--- src/shared/odrp_defines.vh ---
/*
 * Constants of the on-demand DMA request port: register offsets,
 * field positions, reset values, format word layout and pin timing.
 * Assumes inclusion by bare name from the design file.
 */
`ifndef ODRP_DEFINES_VH
`define ODRP_DEFINES_VH

// Register byte offsets
`define ODRP_OFF_OPER 12'h000
`define ODRP_OFF_CTL0 12'h004
`define ODRP_OFF_SRC0 12'h008
`define ODRP_OFF_DST0 12'h00C
`define ODRP_OFF_CNT0 12'h010
`define ODRP_OFF_STAT 12'h014

// dma_operation_reg fields
`define ODRP_OPER_ODM 0
`define ODRP_OPER_RST 32'h0000_0000

// chan0_control_reg fields
`define ODRP_CTL_REQ_POL 0
`define ODRP_CTL_SENSE 1
`define ODRP_CTL_IRQ_EN 2
`define ODRP_CTL_ACK_POL 3
`define ODRP_CTL_USZ_LO 4
`define ODRP_CTL_USZ_HI 6
`define ODRP_CTL_STYLE 7
`define ODRP_CTL_RSRC_LO 8
`define ODRP_CTL_RSRC_HI 11
`define ODRP_CTL_SSTEP_LO 12
`define ODRP_CTL_SSTEP_HI 13
`define ODRP_CTL_DSTEP_LO 14
`define ODRP_CTL_DSTEP_HI 15
`define ODRP_CTL_RST 16'h0000

// Values loaded from a channel 0 format word
`define ODRP_STEP_INC 2'b01
`define ODRP_RSRC_READ 4'b0010
`define ODRP_RSRC_WRITE 4'b0011

// Format word layout
`define ODRP_FW_USZ_HI 63
`define ODRP_FW_USZ_LO 61
`define ODRP_FW_DIR 60
`define ODRP_FW_CH_HI 59
`define ODRP_FW_CH_LO 58
`define ODRP_FW_MODE_HI 57
`define ODRP_FW_MODE_LO 56
`define ODRP_FW_CNT_HI 55
`define ODRP_FW_CNT_LO 48
`define ODRP_FW_ADR_HI 31

// unit_size_code values
`define ODRP_USZ_BAD 3'b101
`define ODRP_USZ_QCLR 3'b110
`define ODRP_USZ_END 3'b111

// request_mode_code values
`define ODRP_MODE_HSHAKE 2'b00
`define ODRP_MODE_EDGE 2'b01
`define ODRP_MODE_STEAL 2'b11

// Channel codes
`define ODRP_CH0 2'b00
`define ODRP_CH2 2'b10

// Pin timing, in bus clock cycles
`define ODRP_RELEASE_DLY 2
// Flop stages between a pin and the decode logic
`define ODRP_SYNC_LAG 2
`define ODRP_QUEUE_DEPTH 4

`endif

--- src/design/odrp_port.v ---
/*
 * On-demand request port of a four-channel DMA controller, with an APB
 * register slave. Decodes format words and pulse requests from an
 * external device, loads channel 0 and queues requests for channels 1-3.
 * Assumes pclk is the bus clock, the DMA core runs on pclk, and the
 * external pins are asynchronous to it (two-flop synchronised here).
 */
// Local design decisions: the address map and register access over APB.
`timescale 1ns/100ps
`include "odrp_defines.vh"

// Function
// - Writing on_demand_mode to one enables request pins and format handling.
// - An accepted bus release request is answered with bus_available_flag.
// - The data bus is released two cycles after bus_available_flag.
// - Data pins stay undriven from the flag cycle to one cycle after release.
// - Channel 0 format word loads channel 0 registers, then transfer starts.
// - Channels 1-3 are preset by software; the word selects the channel, or with unit size 110 clears its queue.
// - Handshake request: channel 00, mode 00, unit size not 101, 110 or 111.
// - Last requested channel is recorded; a lone pulse re-requests it.
// - Release request with pulse together requests channel 2 directly.
// - Acknowledge reply is active low, timed like the memory acknowledge.
// - Channel code 00,01,10,11 selects channel 0,1,2,3.
// - Format word is 64 bits on data 63:0; bits 47:32 ignored.
// - Channel 0 requests allow single address mode only.
// - Channel 0 word sets step modes, source select, polarities, irq, size.
// - Sense and transfer style follow mode; count and address are loaded.
// - Base variant: channel 0 registers read-only to CPU in on-demand mode.
// - Later variant: CPU may write them; a later word overwrites them.
// - Bits 63:61 are the unit size code with clear and end codes.
// - Bit 60 is the direction: 0 memory read, 1 memory write.
// - Bits 59:58 carry the channel number, same coding as the pins.
// - Bits 57:56 are request mode: handshake, edge, level, cycle steal.
// - Bits 55:48 are the count; zero means the 16M maximum.
// - Bits 31:0 are source address for reads, destination for writes.
// - Channels 1-3 queue four requests each; extra requests are dropped.
module odrp_port #(
	parameter LATER_VARIANT = 1'b1,
	parameter QDEPTH = `ODRP_QUEUE_DEPTH
) (
	input wire pclk,
	input wire presetn,
	input wire psel,
	input wire penable,
	input wire pwrite,
	input wire [11:0] paddr,
	input wire [31:0] pwdata,
	output reg [31:0] prdata,
	output wire pready,
	output wire pslverr,
	input wire bus_release_request_n,
	input wire xfer_demand_pulse_n,
	input wire [63:0] data_in,
	output reg bus_available_flag_n,
	output reg data_drive_inhibit,
	output reg [1:0] channel_select,
	input wire mem_ack_line_n,
	output wire device_ack_reply_n,
	output reg [3:0] chan_request,
	input wire [3:0] chan_done,
	output reg chan0_end
);

	reg [1:0] rel_s1_q, rel_s2_q;
	reg [63:0] dat_s1_q, dat_s2_q;
	reg [31:0] oper_q;
	reg [15:0] ctl0_q;
	reg [31:0] src0_q, dst0_q;
	reg [23:0] cnt0_q;
	reg [1:0] last_ch_q;
	reg last_valid_q;
	reg [`ODRP_RELEASE_DLY+`ODRP_SYNC_LAG:0] bus_available_flag_hist_q;
	reg [2:0] inhibit_hist_q;
	reg [2:0] qcnt_q [1:3];
	reg [31:0] rd_d;
	wire odm, rel_req, tr_req, bus_available_flag_now;
	wire fw_take, direct2, lone;
	wire [2:0] usz;
	wire [1:0] fch, fmode;
	wire ch0_load, ch0_hshake, ch0_stop, cpu_wr, ch0_cpu_ok;
	reg [3:0] push;
	reg [3:0] qclr;
	integer i;

	assign odm = oper_q[`ODRP_OPER_ODM];
	// Synchronised pins, active high after the second flop
	assign rel_req = odm & rel_s2_q[0];
	assign tr_req = odm & rel_s2_q[1];

	// Fields of the sampled word; bits 47:32 never read
	assign usz = dat_s2_q[`ODRP_FW_USZ_HI:`ODRP_FW_USZ_LO];
	assign fch = dat_s2_q[`ODRP_FW_CH_HI:`ODRP_FW_CH_LO];
	assign fmode = dat_s2_q[`ODRP_FW_MODE_HI:`ODRP_FW_MODE_LO];

	// Pin pulse two cycles after the flag, seen here after the sync lag
	assign fw_take = tr_req & bus_available_flag_hist_q[`ODRP_RELEASE_DLY+`ODRP_SYNC_LAG];
	assign direct2 = tr_req & rel_req & ~fw_take;
	assign lone = tr_req & ~rel_req & ~fw_take;
	// Flag answers a release request that has no pulse beside it
	assign bus_available_flag_now = rel_req & ~tr_req & ~(|bus_available_flag_hist_q) & ~(|inhibit_hist_q);

	assign ch0_load = fw_take & (fch == `ODRP_CH0) & (fmode != `ODRP_MODE_HSHAKE)
		& (usz != `ODRP_USZ_END) & (usz != `ODRP_USZ_QCLR) & (usz != `ODRP_USZ_BAD);
	assign ch0_hshake = fw_take & (fch == `ODRP_CH0) & (fmode == `ODRP_MODE_HSHAKE)
		& (usz != `ODRP_USZ_BAD) & (usz != `ODRP_USZ_QCLR) & (usz != `ODRP_USZ_END);
	assign ch0_stop = fw_take & (fch == `ODRP_CH0) & (usz == `ODRP_USZ_END);

	assign cpu_wr = psel & penable & pwrite;
	assign ch0_cpu_ok = ~odm | LATER_VARIANT;
	assign pready = 1'b1;
	assign pslverr = psel & penable & (paddr > `ODRP_OFF_STAT | paddr[1:0] != 2'b00
		| (pwrite & ~ch0_cpu_ok & paddr >= `ODRP_OFF_CTL0 & paddr <= `ODRP_OFF_CNT0)
		| (pwrite & paddr == `ODRP_OFF_STAT));
	// Same timing as the memory acknowledge, only gated by the mode
	assign device_ack_reply_n = ~(odm & ~mem_ack_line_n);

	// Request routing per channel
	always @* begin
		push = 4'b0000;
		qclr = 4'b0000;
		if (fw_take) begin
			if (fch != `ODRP_CH0) begin
				if (usz == `ODRP_USZ_QCLR)
					qclr[fch] = 1'b1;
				else
					push[fch] = 1'b1;
			end else if (ch0_load | ch0_hshake) begin
				push[0] = 1'b1;
			end
		end else if (direct2) begin
			push[2] = 1'b1;
		end else if (lone & last_valid_q) begin
			push[last_ch_q] = 1'b1;
		end
	end

	always @(posedge pclk or negedge presetn) begin
		if (!presetn) begin
			rel_s1_q <= 2'b00;
			rel_s2_q <= 2'b00;
			dat_s1_q <= 64'h0000_0000_0000_0000;
			dat_s2_q <= 64'h0000_0000_0000_0000;
		end else begin
			// Sampled on every rising edge of the bus clock
			rel_s1_q <= {~xfer_demand_pulse_n, ~bus_release_request_n};
			rel_s2_q <= rel_s1_q;
			dat_s1_q <= data_in;
			dat_s2_q <= dat_s1_q;
		end
	end

	// Bus release sequence
	always @(posedge pclk or negedge presetn) begin
		if (!presetn) begin
			bus_available_flag_hist_q <= {(`ODRP_RELEASE_DLY+`ODRP_SYNC_LAG+1){1'b0}};
			inhibit_hist_q <= 3'b000;
			bus_available_flag_n <= 1'b1;
			data_drive_inhibit <= 1'b0;
		end else begin
			bus_available_flag_n <= ~bus_available_flag_now;
			bus_available_flag_hist_q <= {bus_available_flag_hist_q[`ODRP_RELEASE_DLY+`ODRP_SYNC_LAG-1:0], bus_available_flag_now};
			// Release falls at flag+2; inhibit flag .. flag+3
			inhibit_hist_q <= {inhibit_hist_q[1:0], bus_available_flag_now};
			data_drive_inhibit <= (|inhibit_hist_q) | bus_available_flag_now;
		end
	end

	// Last channel record and channel notification
	always @(posedge pclk or negedge presetn) begin
		if (!presetn) begin
			last_valid_q <= 1'b0;
			last_ch_q <= `ODRP_CH0;
			channel_select <= `ODRP_CH0;
		end else if (!odm) begin
			last_valid_q <= 1'b0;
		end else if (fw_take & (usz != `ODRP_USZ_QCLR) & (usz != `ODRP_USZ_END)) begin
			last_valid_q <= 1'b1;
			last_ch_q <= fch;
			channel_select <= fch;
		end else if (direct2) begin
			last_valid_q <= 1'b1;
			last_ch_q <= `ODRP_CH2;
			channel_select <= `ODRP_CH2;
		end
	end

	// Channel 0 registers; a format word wins over a CPU write
	always @(posedge pclk or negedge presetn) begin
		if (!presetn) begin
			oper_q <= `ODRP_OPER_RST;
			ctl0_q <= `ODRP_CTL_RST;
			src0_q <= 32'h0000_0000;
			dst0_q <= 32'h0000_0000;
			cnt0_q <= 24'h00_0000;
		end else begin
			if (cpu_wr & paddr == `ODRP_OFF_OPER)
				oper_q <= {31'h0000_0000, pwdata[`ODRP_OPER_ODM]};
			if (ch0_load) begin
				// Single address mode only: one address register is loaded
				ctl0_q[`ODRP_CTL_DSTEP_HI:`ODRP_CTL_DSTEP_LO] <= `ODRP_STEP_INC;
				ctl0_q[`ODRP_CTL_SSTEP_HI:`ODRP_CTL_SSTEP_LO] <= `ODRP_STEP_INC;
				ctl0_q[`ODRP_CTL_RSRC_HI:`ODRP_CTL_RSRC_LO] <=
					dat_s2_q[`ODRP_FW_DIR] ? `ODRP_RSRC_WRITE : `ODRP_RSRC_READ;
				ctl0_q[`ODRP_CTL_REQ_POL] <= 1'b0;
				ctl0_q[`ODRP_CTL_ACK_POL] <= 1'b0;
				ctl0_q[`ODRP_CTL_IRQ_EN] <= 1'b0;
				ctl0_q[`ODRP_CTL_USZ_HI:`ODRP_CTL_USZ_LO] <= usz;
				ctl0_q[`ODRP_CTL_SENSE] <= (fmode == `ODRP_MODE_EDGE);
				ctl0_q[`ODRP_CTL_STYLE] <= (fmode != `ODRP_MODE_STEAL);
				// Zero count kept as zero: the core treats it as 16M
				cnt0_q <= {16'h0000, dat_s2_q[`ODRP_FW_CNT_HI:`ODRP_FW_CNT_LO]};
				if (dat_s2_q[`ODRP_FW_DIR])
					dst0_q <= dat_s2_q[`ODRP_FW_ADR_HI:0];
				else
					src0_q <= dat_s2_q[`ODRP_FW_ADR_HI:0];
			end else if (cpu_wr & ch0_cpu_ok) begin
				case (paddr)
				`ODRP_OFF_CTL0: ctl0_q <= pwdata[15:0];
				`ODRP_OFF_SRC0: src0_q <= pwdata;
				`ODRP_OFF_DST0: dst0_q <= pwdata;
				`ODRP_OFF_CNT0: cnt0_q <= pwdata[23:0];
				default: ;
				endcase
			end
		end
	end

	// Channel 0 request: set wins over the done clear
	always @(posedge pclk or negedge presetn) begin
		if (!presetn) begin
			chan_request[0] <= 1'b0;
			chan0_end <= 1'b0;
		end else begin
			chan0_end <= ch0_stop;
			if (push[0])
				chan_request[0] <= 1'b1;
			else if (chan_done[0] | ch0_stop | ~odm)
				chan_request[0] <= 1'b0;
		end
	end

	// Request queues of channels 1 to 3
	always @(posedge pclk or negedge presetn) begin
		if (!presetn) begin
			for (i = 1; i < 4; i = i + 1) begin
				qcnt_q[i] <= 3'b000;
				chan_request[i] <= 1'b0;
			end
		end else begin
			for (i = 1; i < 4; i = i + 1) begin
				if (qclr[i] | ~odm)
					qcnt_q[i] <= 3'b000;
				else if (push[i] & (qcnt_q[i] != QDEPTH[2:0]) & ~(chan_done[i] & qcnt_q[i] != 3'b000))
					qcnt_q[i] <= qcnt_q[i] + 3'b001;
				else if (chan_done[i] & (qcnt_q[i] != 3'b000) & ~push[i])
					qcnt_q[i] <= qcnt_q[i] - 3'b001;
				chan_request[i] <= ~qclr[i] & odm & ((qcnt_q[i] != 3'b000) | push[i])
					& ~(chan_done[i] & qcnt_q[i] == 3'b001 & ~push[i]);
			end
		end
	end

	// Read data captured in the setup phase
	always @* begin
		case (paddr)
		`ODRP_OFF_OPER: rd_d = oper_q;
		`ODRP_OFF_CTL0: rd_d = {16'h0000, ctl0_q};
		`ODRP_OFF_SRC0: rd_d = src0_q;
		`ODRP_OFF_DST0: rd_d = dst0_q;
		`ODRP_OFF_CNT0: rd_d = {8'h00, cnt0_q};
		`ODRP_OFF_STAT: rd_d = {12'h000, chan_request, 1'b0, qcnt_q[3], 1'b0, qcnt_q[2],
			1'b0, qcnt_q[1], last_valid_q, 1'b0, last_ch_q};
		default: rd_d = 32'h0000_0000;
		endcase
	end

	always @(posedge pclk or negedge presetn) begin
		if (!presetn)
			prdata <= 32'h0000_0000;
		else if (psel & ~penable)
			prdata <= rd_d;
	end

endmodule

--- config.mk ---
export PLATFORM = sky130hd
export DESIGN_NAME = odrp_port
export DESIGN_NICKNAME = d
export VERILOG_FILES = /design/src/design/odrp_port.v
export VERILOG_INCLUDE_DIRS = /design/src /design/src/shared
export SDC_FILE = /design/constraint.sdc
export NUM_CORES = 1
export LEC_CHECK = 0
export BUFFER_PORTS_ARGS = -buffer_cell sky130_fd_sc_hd__buf_2
export CAP_MARGIN = 20
export CORE_MARGIN = 1.5
export CORE_UTILIZATION = 35
export CTS_BUF_LIST = sky130_fd_sc_hd__clkbuf_4 sky130_fd_sc_hd__clkbuf_8 sky130_fd_sc_hd__clkbuf_16
export DETAILED_ROUTE_END_ITERATION = 10
export PLACE_DENSITY = 0.54
export SYNTH_ARGS = -nofsm -noshare
export SYNTH_HDL_FRONTEND = slang
export SYNTH_SLANG_ARGS = --single-unit
--- constraint.sdc ---
create_clock -name pclk -period 2.45 [get_ports pclk]
set_input_delay 0.49 -clock pclk [delete_from_list [all_inputs] [get_ports pclk]]
set_output_delay 0.49 -clock pclk [all_outputs]
set_load 0.005 [all_outputs]
After elaboration in Yosys (flattened, before gate mapping)
Cells that the tools add are included.

word-level totals
  flip-flop bits (word level) = 296
  bits in latches = 0
  bits in writable memories = 0
  memory bits (read-only) = 0
  output and inout bits = 44
  word-level logic and storage cells = 223
  memories kept = 0

operators by class
  add/subtract/negate cells = 6
  multipliers = 0
  div/mod/pow operators = 0
  magnitude comparators = 5
  equality and inequality tests = 21
  shift operators = 0
  mux-type cells = 48
  bitwise logic cells = 93
  reduce and logical (&&, ||, !) cells = 28

operator list
  cell                                                   number
  two-way mux 32 bit                                     8
  one-hot mux 32 bit (6 select lines)                    1
  two-way mux 24 bit                                     3
  AND 1 bit                                              57
  two-way mux 16 bit                                     3
  two-way mux 3 bit                                      10
  equality test 12 x 4 -> 1 bit (second input constant)  2
  equality test 12 x 5 -> 1 bit (second input constant)  2
  two-way mux 4 bit                                      6
  NOT 1 bit                                              24
  nonzero test 2 bit                                     10
  inequality test 3 bit (second input constant)          6
  nonzero test 3 bit                                     6
  equality test 12 x 3 -> 1 bit (second input constant)  1
  > comparator 12 x 5 -> 1 bit (second input constant)   1
  logical NOT 12 bit                                     1
  two-way mux 1 bit                                      12
  bitwise OR 1 bit                                       12
  adder 3 x 1 -> 3 bit (second input constant)           3
  equality test 3 x 1 -> 1 bit (second input constant)   3
  subtractor 3 x 1 -> 3 bit (second input constant)      3
  equality test 3 bit (second input constant)            2
  < comparator 2 x 3 -> 1 bit (second input constant)    2
  two-way mux 2 bit                                      3
  other kinds (11)                                       20

Logic depth before layout (Yosys ltp)
  depth after elaboration = 16
  gate-level depth with buffers = 9
  depth with buffers taken out = 8

Least setup slack after synthesis
No wires, ideal clock.

  kind = input-to-reg
  start point = in paddr[1]
  end point = reg ctl0_q[12]
  library setup time = 0.134 ns
  data arrival time = 2.004 ns
  required time = 2.316 ns
  setup slack = 0.312 ns
  stages = 8
  buffers on the path = 2
  path through = nor4_2 > and4b_1 > nand2_2 > or3_1 > buf_4 > buf_6 > mux2i_1 > nand2_1

between the ends
  word-level cells in the longest chain between the ends = 3

ends and longest elaborated chain
  what                                  RTL line         source
  start: declaration                    odrp_port.v:46   input wire [11:0] paddr,
  equality test 12 x 3 -> 1 bit         odrp_port.v:217  case (paddr)
  nonzero test 2 bit (no source line)   --
  AND reduction 2 bit (no source line)  --
  end signal: indexed assignment        odrp_port.v:208  ctl0_q[`ODRP_CTL_SENSE] <= (fmode == `ODRP_MODE_EDGE);
  end signal: indexed assignment        odrp_port.v:209  ctl0_q[`ODRP_CTL_STYLE] <= (fmode != `ODRP_MODE_STEAL);
  end signal: assignment                odrp_port.v:218  `ODRP_OFF_CTL0: ctl0_q <= pwdata[15:0];
  end: declaration                      odrp_port.v:67   reg [15:0] ctl0_q;

No other way between the ends.
A chain may end at the register's enable or synchronous reset.

Worst setup path in the final report
  start point = reg oper_q[0]
  end point = reg src0_q[19]

between the ends
  word-level cells in the longest chain between the ends = 9
  elaborated cells between the ends (all ways) = 12

ends and longest elaborated chain
  what                                                                                 RTL line         source
  start: declaration                                                                   odrp_port.v:66   reg [31:0] oper_q;
  start signal: assignment                                                             odrp_port.v:190  oper_q <= `ODRP_OPER_RST;
  start signal: assignment                                                             odrp_port.v:197  oper_q <= {31'h0000_0000, pwdata[`ODRP_OPER_ODM]};
  AND 1 bit (*)                                                                        odrp_port.v:88   assign tr_req = odm & rel_s2_q[1];
  AND 1 bit (*)                                                                        odrp_port.v:96   assign fw_take = tr_req & bus_available_flag_hist_q[`ODRP_RELEASE_DLY+`ODRP_SYNC_LAG];
  AND 1 bit (*) (5 in a row)                                                           odrp_port.v:102  assign ch0_load = fw_take & (fch == `ODRP_CH0) & (fmode != `ODRP_MODE_HSHAKE)
  inequality test 2 bit (no source line) / nonzero test 2 bit (equally long branches)  --
  AND reduction 3 bit (no source line)                                                 --
  end signal: assignment                                                               odrp_port.v:215  src0_q <= dat_s2_q[`ODRP_FW_ADR_HI:0];
  end signal: assignment                                                               odrp_port.v:219  `ODRP_OFF_SRC0: src0_q <= pwdata;
  end: declaration                                                                     odrp_port.v:68   reg [31:0] src0_q, dst0_q;

Every way passes the cells marked *; elsewhere a longest branch is shown, timed or not.

==> flow_summary.yaml <==
global_routing:
  gr-total-overflow: 0
  track_usage: 0.175
  grt_pass1_wl_mm: 41.9
  grt_pass1_vias: 7257
  grt_max_degree: 78
  antenna_found_initial: 2
finish:
  final_nets: 1199
  fin_util: 0.440
  fill_cells: 2774
  drive_gt1_frac: 0.302
  area_growth_pct: 24.2
synthesis:
  synth_ff_type: "dfrtp_1"
  yosys.area.top_type: "dfrtp_1"
  synth_cells: 889
  async_flop_share: 1.00
  synth_top_cell_area_share: 0.622
  synthTopCellsByArea: "dfrtp_1, mux2_2, nand2_1"
  synth-seq-cells: 261
  syn_avg_cell_area_um2: 11.8
  synth.yosys.seq_area_share: 0.624
  synth-xor-area-share: 0.00251
  synthMostInstantiatedCell: "dfrtp_1"
  syn_area_um2: 10500
  synth_cell_types: 63
  synth_compound_area_frac: 0.0961
  synthAdderAreaFrac: 0.0143
  synth-simple-area-share: 0.128
  synth_top_family_by_area: "simple AND/OR/NAND/NOR gates"
  synth_edf_count: 0
  yosys_warnings: 0
  synthTopCellsByCount: "dfrtp_1, nand2_1, mux2_2"
  yosys-mux-area-fraction: 0.105
  syn-num-nets: 1021
sta:
  rsz0062_at_grt: "no"
  relSlewSlack: 0.576
  slew_violations: 0
  fin_crit_sh: 0.910
  setup_tns_ns: 0
  hold_viol: 0
  fin_skew_ns: 0.0103
  worst_pin_slew_ns: 0.631
  min_period_ns: 2.23
  max_freq_mhz: 448
  setup_viol: 0
min_path:
  hold_path.class: "in -> reg"
  min_delay_path_depth: 1
  hold_end: "dat_s1_q[1]"
  hold_start: "data_in[1]"
floorplanning:
  core-area_um2: 29600
  die_area_um2: 30900
  initial_core_util: 0.354
  num_rows: 63
  die_y_um: 176
  io_pins: 164
  die_w_um: 176
setup_path:
  reg2regPathDepth: 8
  cp-start-kind: "flop"
  path_class: "reg -> reg"
  r2r-end: "src0_q[19]"
  crit_chain: "and4b_1 > and3_1 > buf_4 > o21ai_4 > nor2_1 > a21oi_4 > buf_12 > mux2_1"
  reg2reg_from: "oper_q[0]"
  slowest_stage: "dfrtp_1"
  r2r_slack_ns: 0.22
  crit_path_max_fanout: 25
  critical_path_buf_inv_count: 2
  slowest_delay_ns: 0.48
  required_ns: 2.87
  cp.arrival_ns: 2.65
  endpoint_kind: "flop"
  cp_top_family: "simple AND/OR/NAND/NOR gates"
clock_network:
  cts_repair_resize_count: 0
  clock-root-buffer: "clkbuf_16"
  cts.sinks: 261
  clockBufferDepth: 3
  clk_pin_slew_ns: 0.07
  post-cts-setup-buffer-count: 0
  h-tree-depth: 1
  cts_tree: "done"
  numCtsBuffers: 29
  clk_latency_ns: 0.55
  postCtsHoldBufs: 1
route:
  drc: 0
  viasPerCell: 4.84
  routed_wl_mm: 26.6
  drt_pass1_iterations: 5
  antenna_left: 0
  drt-wirelength-per-cell_um: 18.0
  num_vias: 7154
  first_iter_violations: 463
pwr:
  powerDensity_nw_per_um2: 710
  seqPwrFrac: 0.484
  ir_drop_mv: 0.558
  intPower_uw: 7210
  power.switching_uw: 2020
  p_sw_frac: 0.219
  power_frac_clock: 0.474
  pwr-share-comb: 0.041
  leakagePower_uw: 0.00639
run:
  drv_cap: 0
placed_design:
  hpwl_mm: 18.2
  gp_congestion: 0.833
  io_buffer_count: 146
outcome:
  status: "complete, no violations"
per-stage QoR:
step,power [uW],cells,worst slack (ns),area (um2),hold slack [ns]
floorplan,4640,889,0.312,10500,0.194
global placement,4940,1425,0.0624,12000,0.334
detailed placement,4940,1425,0.0492,12000,0.335
CTS,9380,1477,0.219,13000,0.0115
global route,9580,1477,0.0603,13000,0.0247
finish,9230,1479,0.220,13000,0.0395
placed cells by master (no fill, tap or decap), types with 8 or more instances in the layout:
cell type | netlist | final
a21oi_1 | 37 | 37
a221oi_1 | 27 | 27
a31oi_1 | 11 | 11
buf_12 | 0 | 14
buf_2 | 7 | 145
buf_4 | 9 | 35
clkbuf_16 | 0 | 29
dfrtp_1 | 260 | 260
ha_1 | 12 | 12
inv_1 | 13 | 13
mux2_2 | 63 | 63
mux2i_1 | 33 | 33
nand2_1 | 184 | 184
nand2b_1 | 10 | 9
nand3_1 | 8 | 8
nor2_1 | 53 | 52
nor3_1 | 11 | 11
o21ai_0 | 29 | 29
o2bb2ai_1 | 11 | 11
worst max path at each step:
stage                       endpoint  slack, ns  depth (start not counted)       from
after detailed placement   cnt0_q[4]       0.05                          9   paddr[1]
after CTS                  qcnt_q[8]       0.22                          7  oper_q[0]
final                     src0_q[19]       0.22                          8  oper_q[0]
after global routing       qcnt_q[8]       0.06                          7  oper_q[0]
after floorplan           ctl0_q[12]       0.31                          8   paddr[1]
after global placement     cnt0_q[4]       0.06                          9   paddr[1]
final cells by class:
type	instances	area, um2	area share
clock buffer	41	853	0.0656
sequential	261	6530	0.502
clock inverter	10	120	0.00924
multi-input combinational	566	3660	0.282
timing repair buffer	196	1290	0.0995
tap	390	488	0.0375
antenna	2	5.00	0.000385
inverter	13	48.8	0.00375
registers in the layout, indices dropped and copies added, names as in the netlist, 3 cells and up:
register,cells
cnt0_q,24
dat_s2_q,48
prdata,32
bus_available_flag_hist_q,3
src0_q,32
dat_s1_q,48
qcnt_q,9
ctl0_q,16
dst0_q,32
chan_request,4
power groups by stage:
stage               sequential [uW]  clock, uW  combinational, uW
floorplan                      4540          0                107
global placement               4550          0                389
detailed placement             4550          0                392
CTS                            4470       4520                395
global route                   4480       4670                435
finish                         4470       4380                382
worst reg2reg max path, delay by kind of cell, from the launching register on:
kind,cells,cell delay (ns)
AO/OA/AOI/OAI,2,0.14
buffers and inverters,2,0.39
flip-flops,1,0.48
multiplexers,1,0.34
AND/OR/NAND/NOR,3,0.76
cells by family (layout without fill, tap and decap cells):
group | count (synthesis) | in the layout
simple gates | 303 | 303
flops | 261 | 261
compound gates | 147 | 147
mux | 100 | 100
buf+inv | 62 | 260
fa+ha+maj | 12 | 12
xor+xnor | 3 | 3
other cells | 1 | 3
layer usage:
layer	routed length, um	global-route usage	vias up
met5	0	0	-
met4	684	0.0538	0
met3	1530	0.0327	47
met2	12300	0.278	177
met1	12100	0.244	3469
li1	-	-	3461
Note: power is estimated with default switching activity, not from simulation.
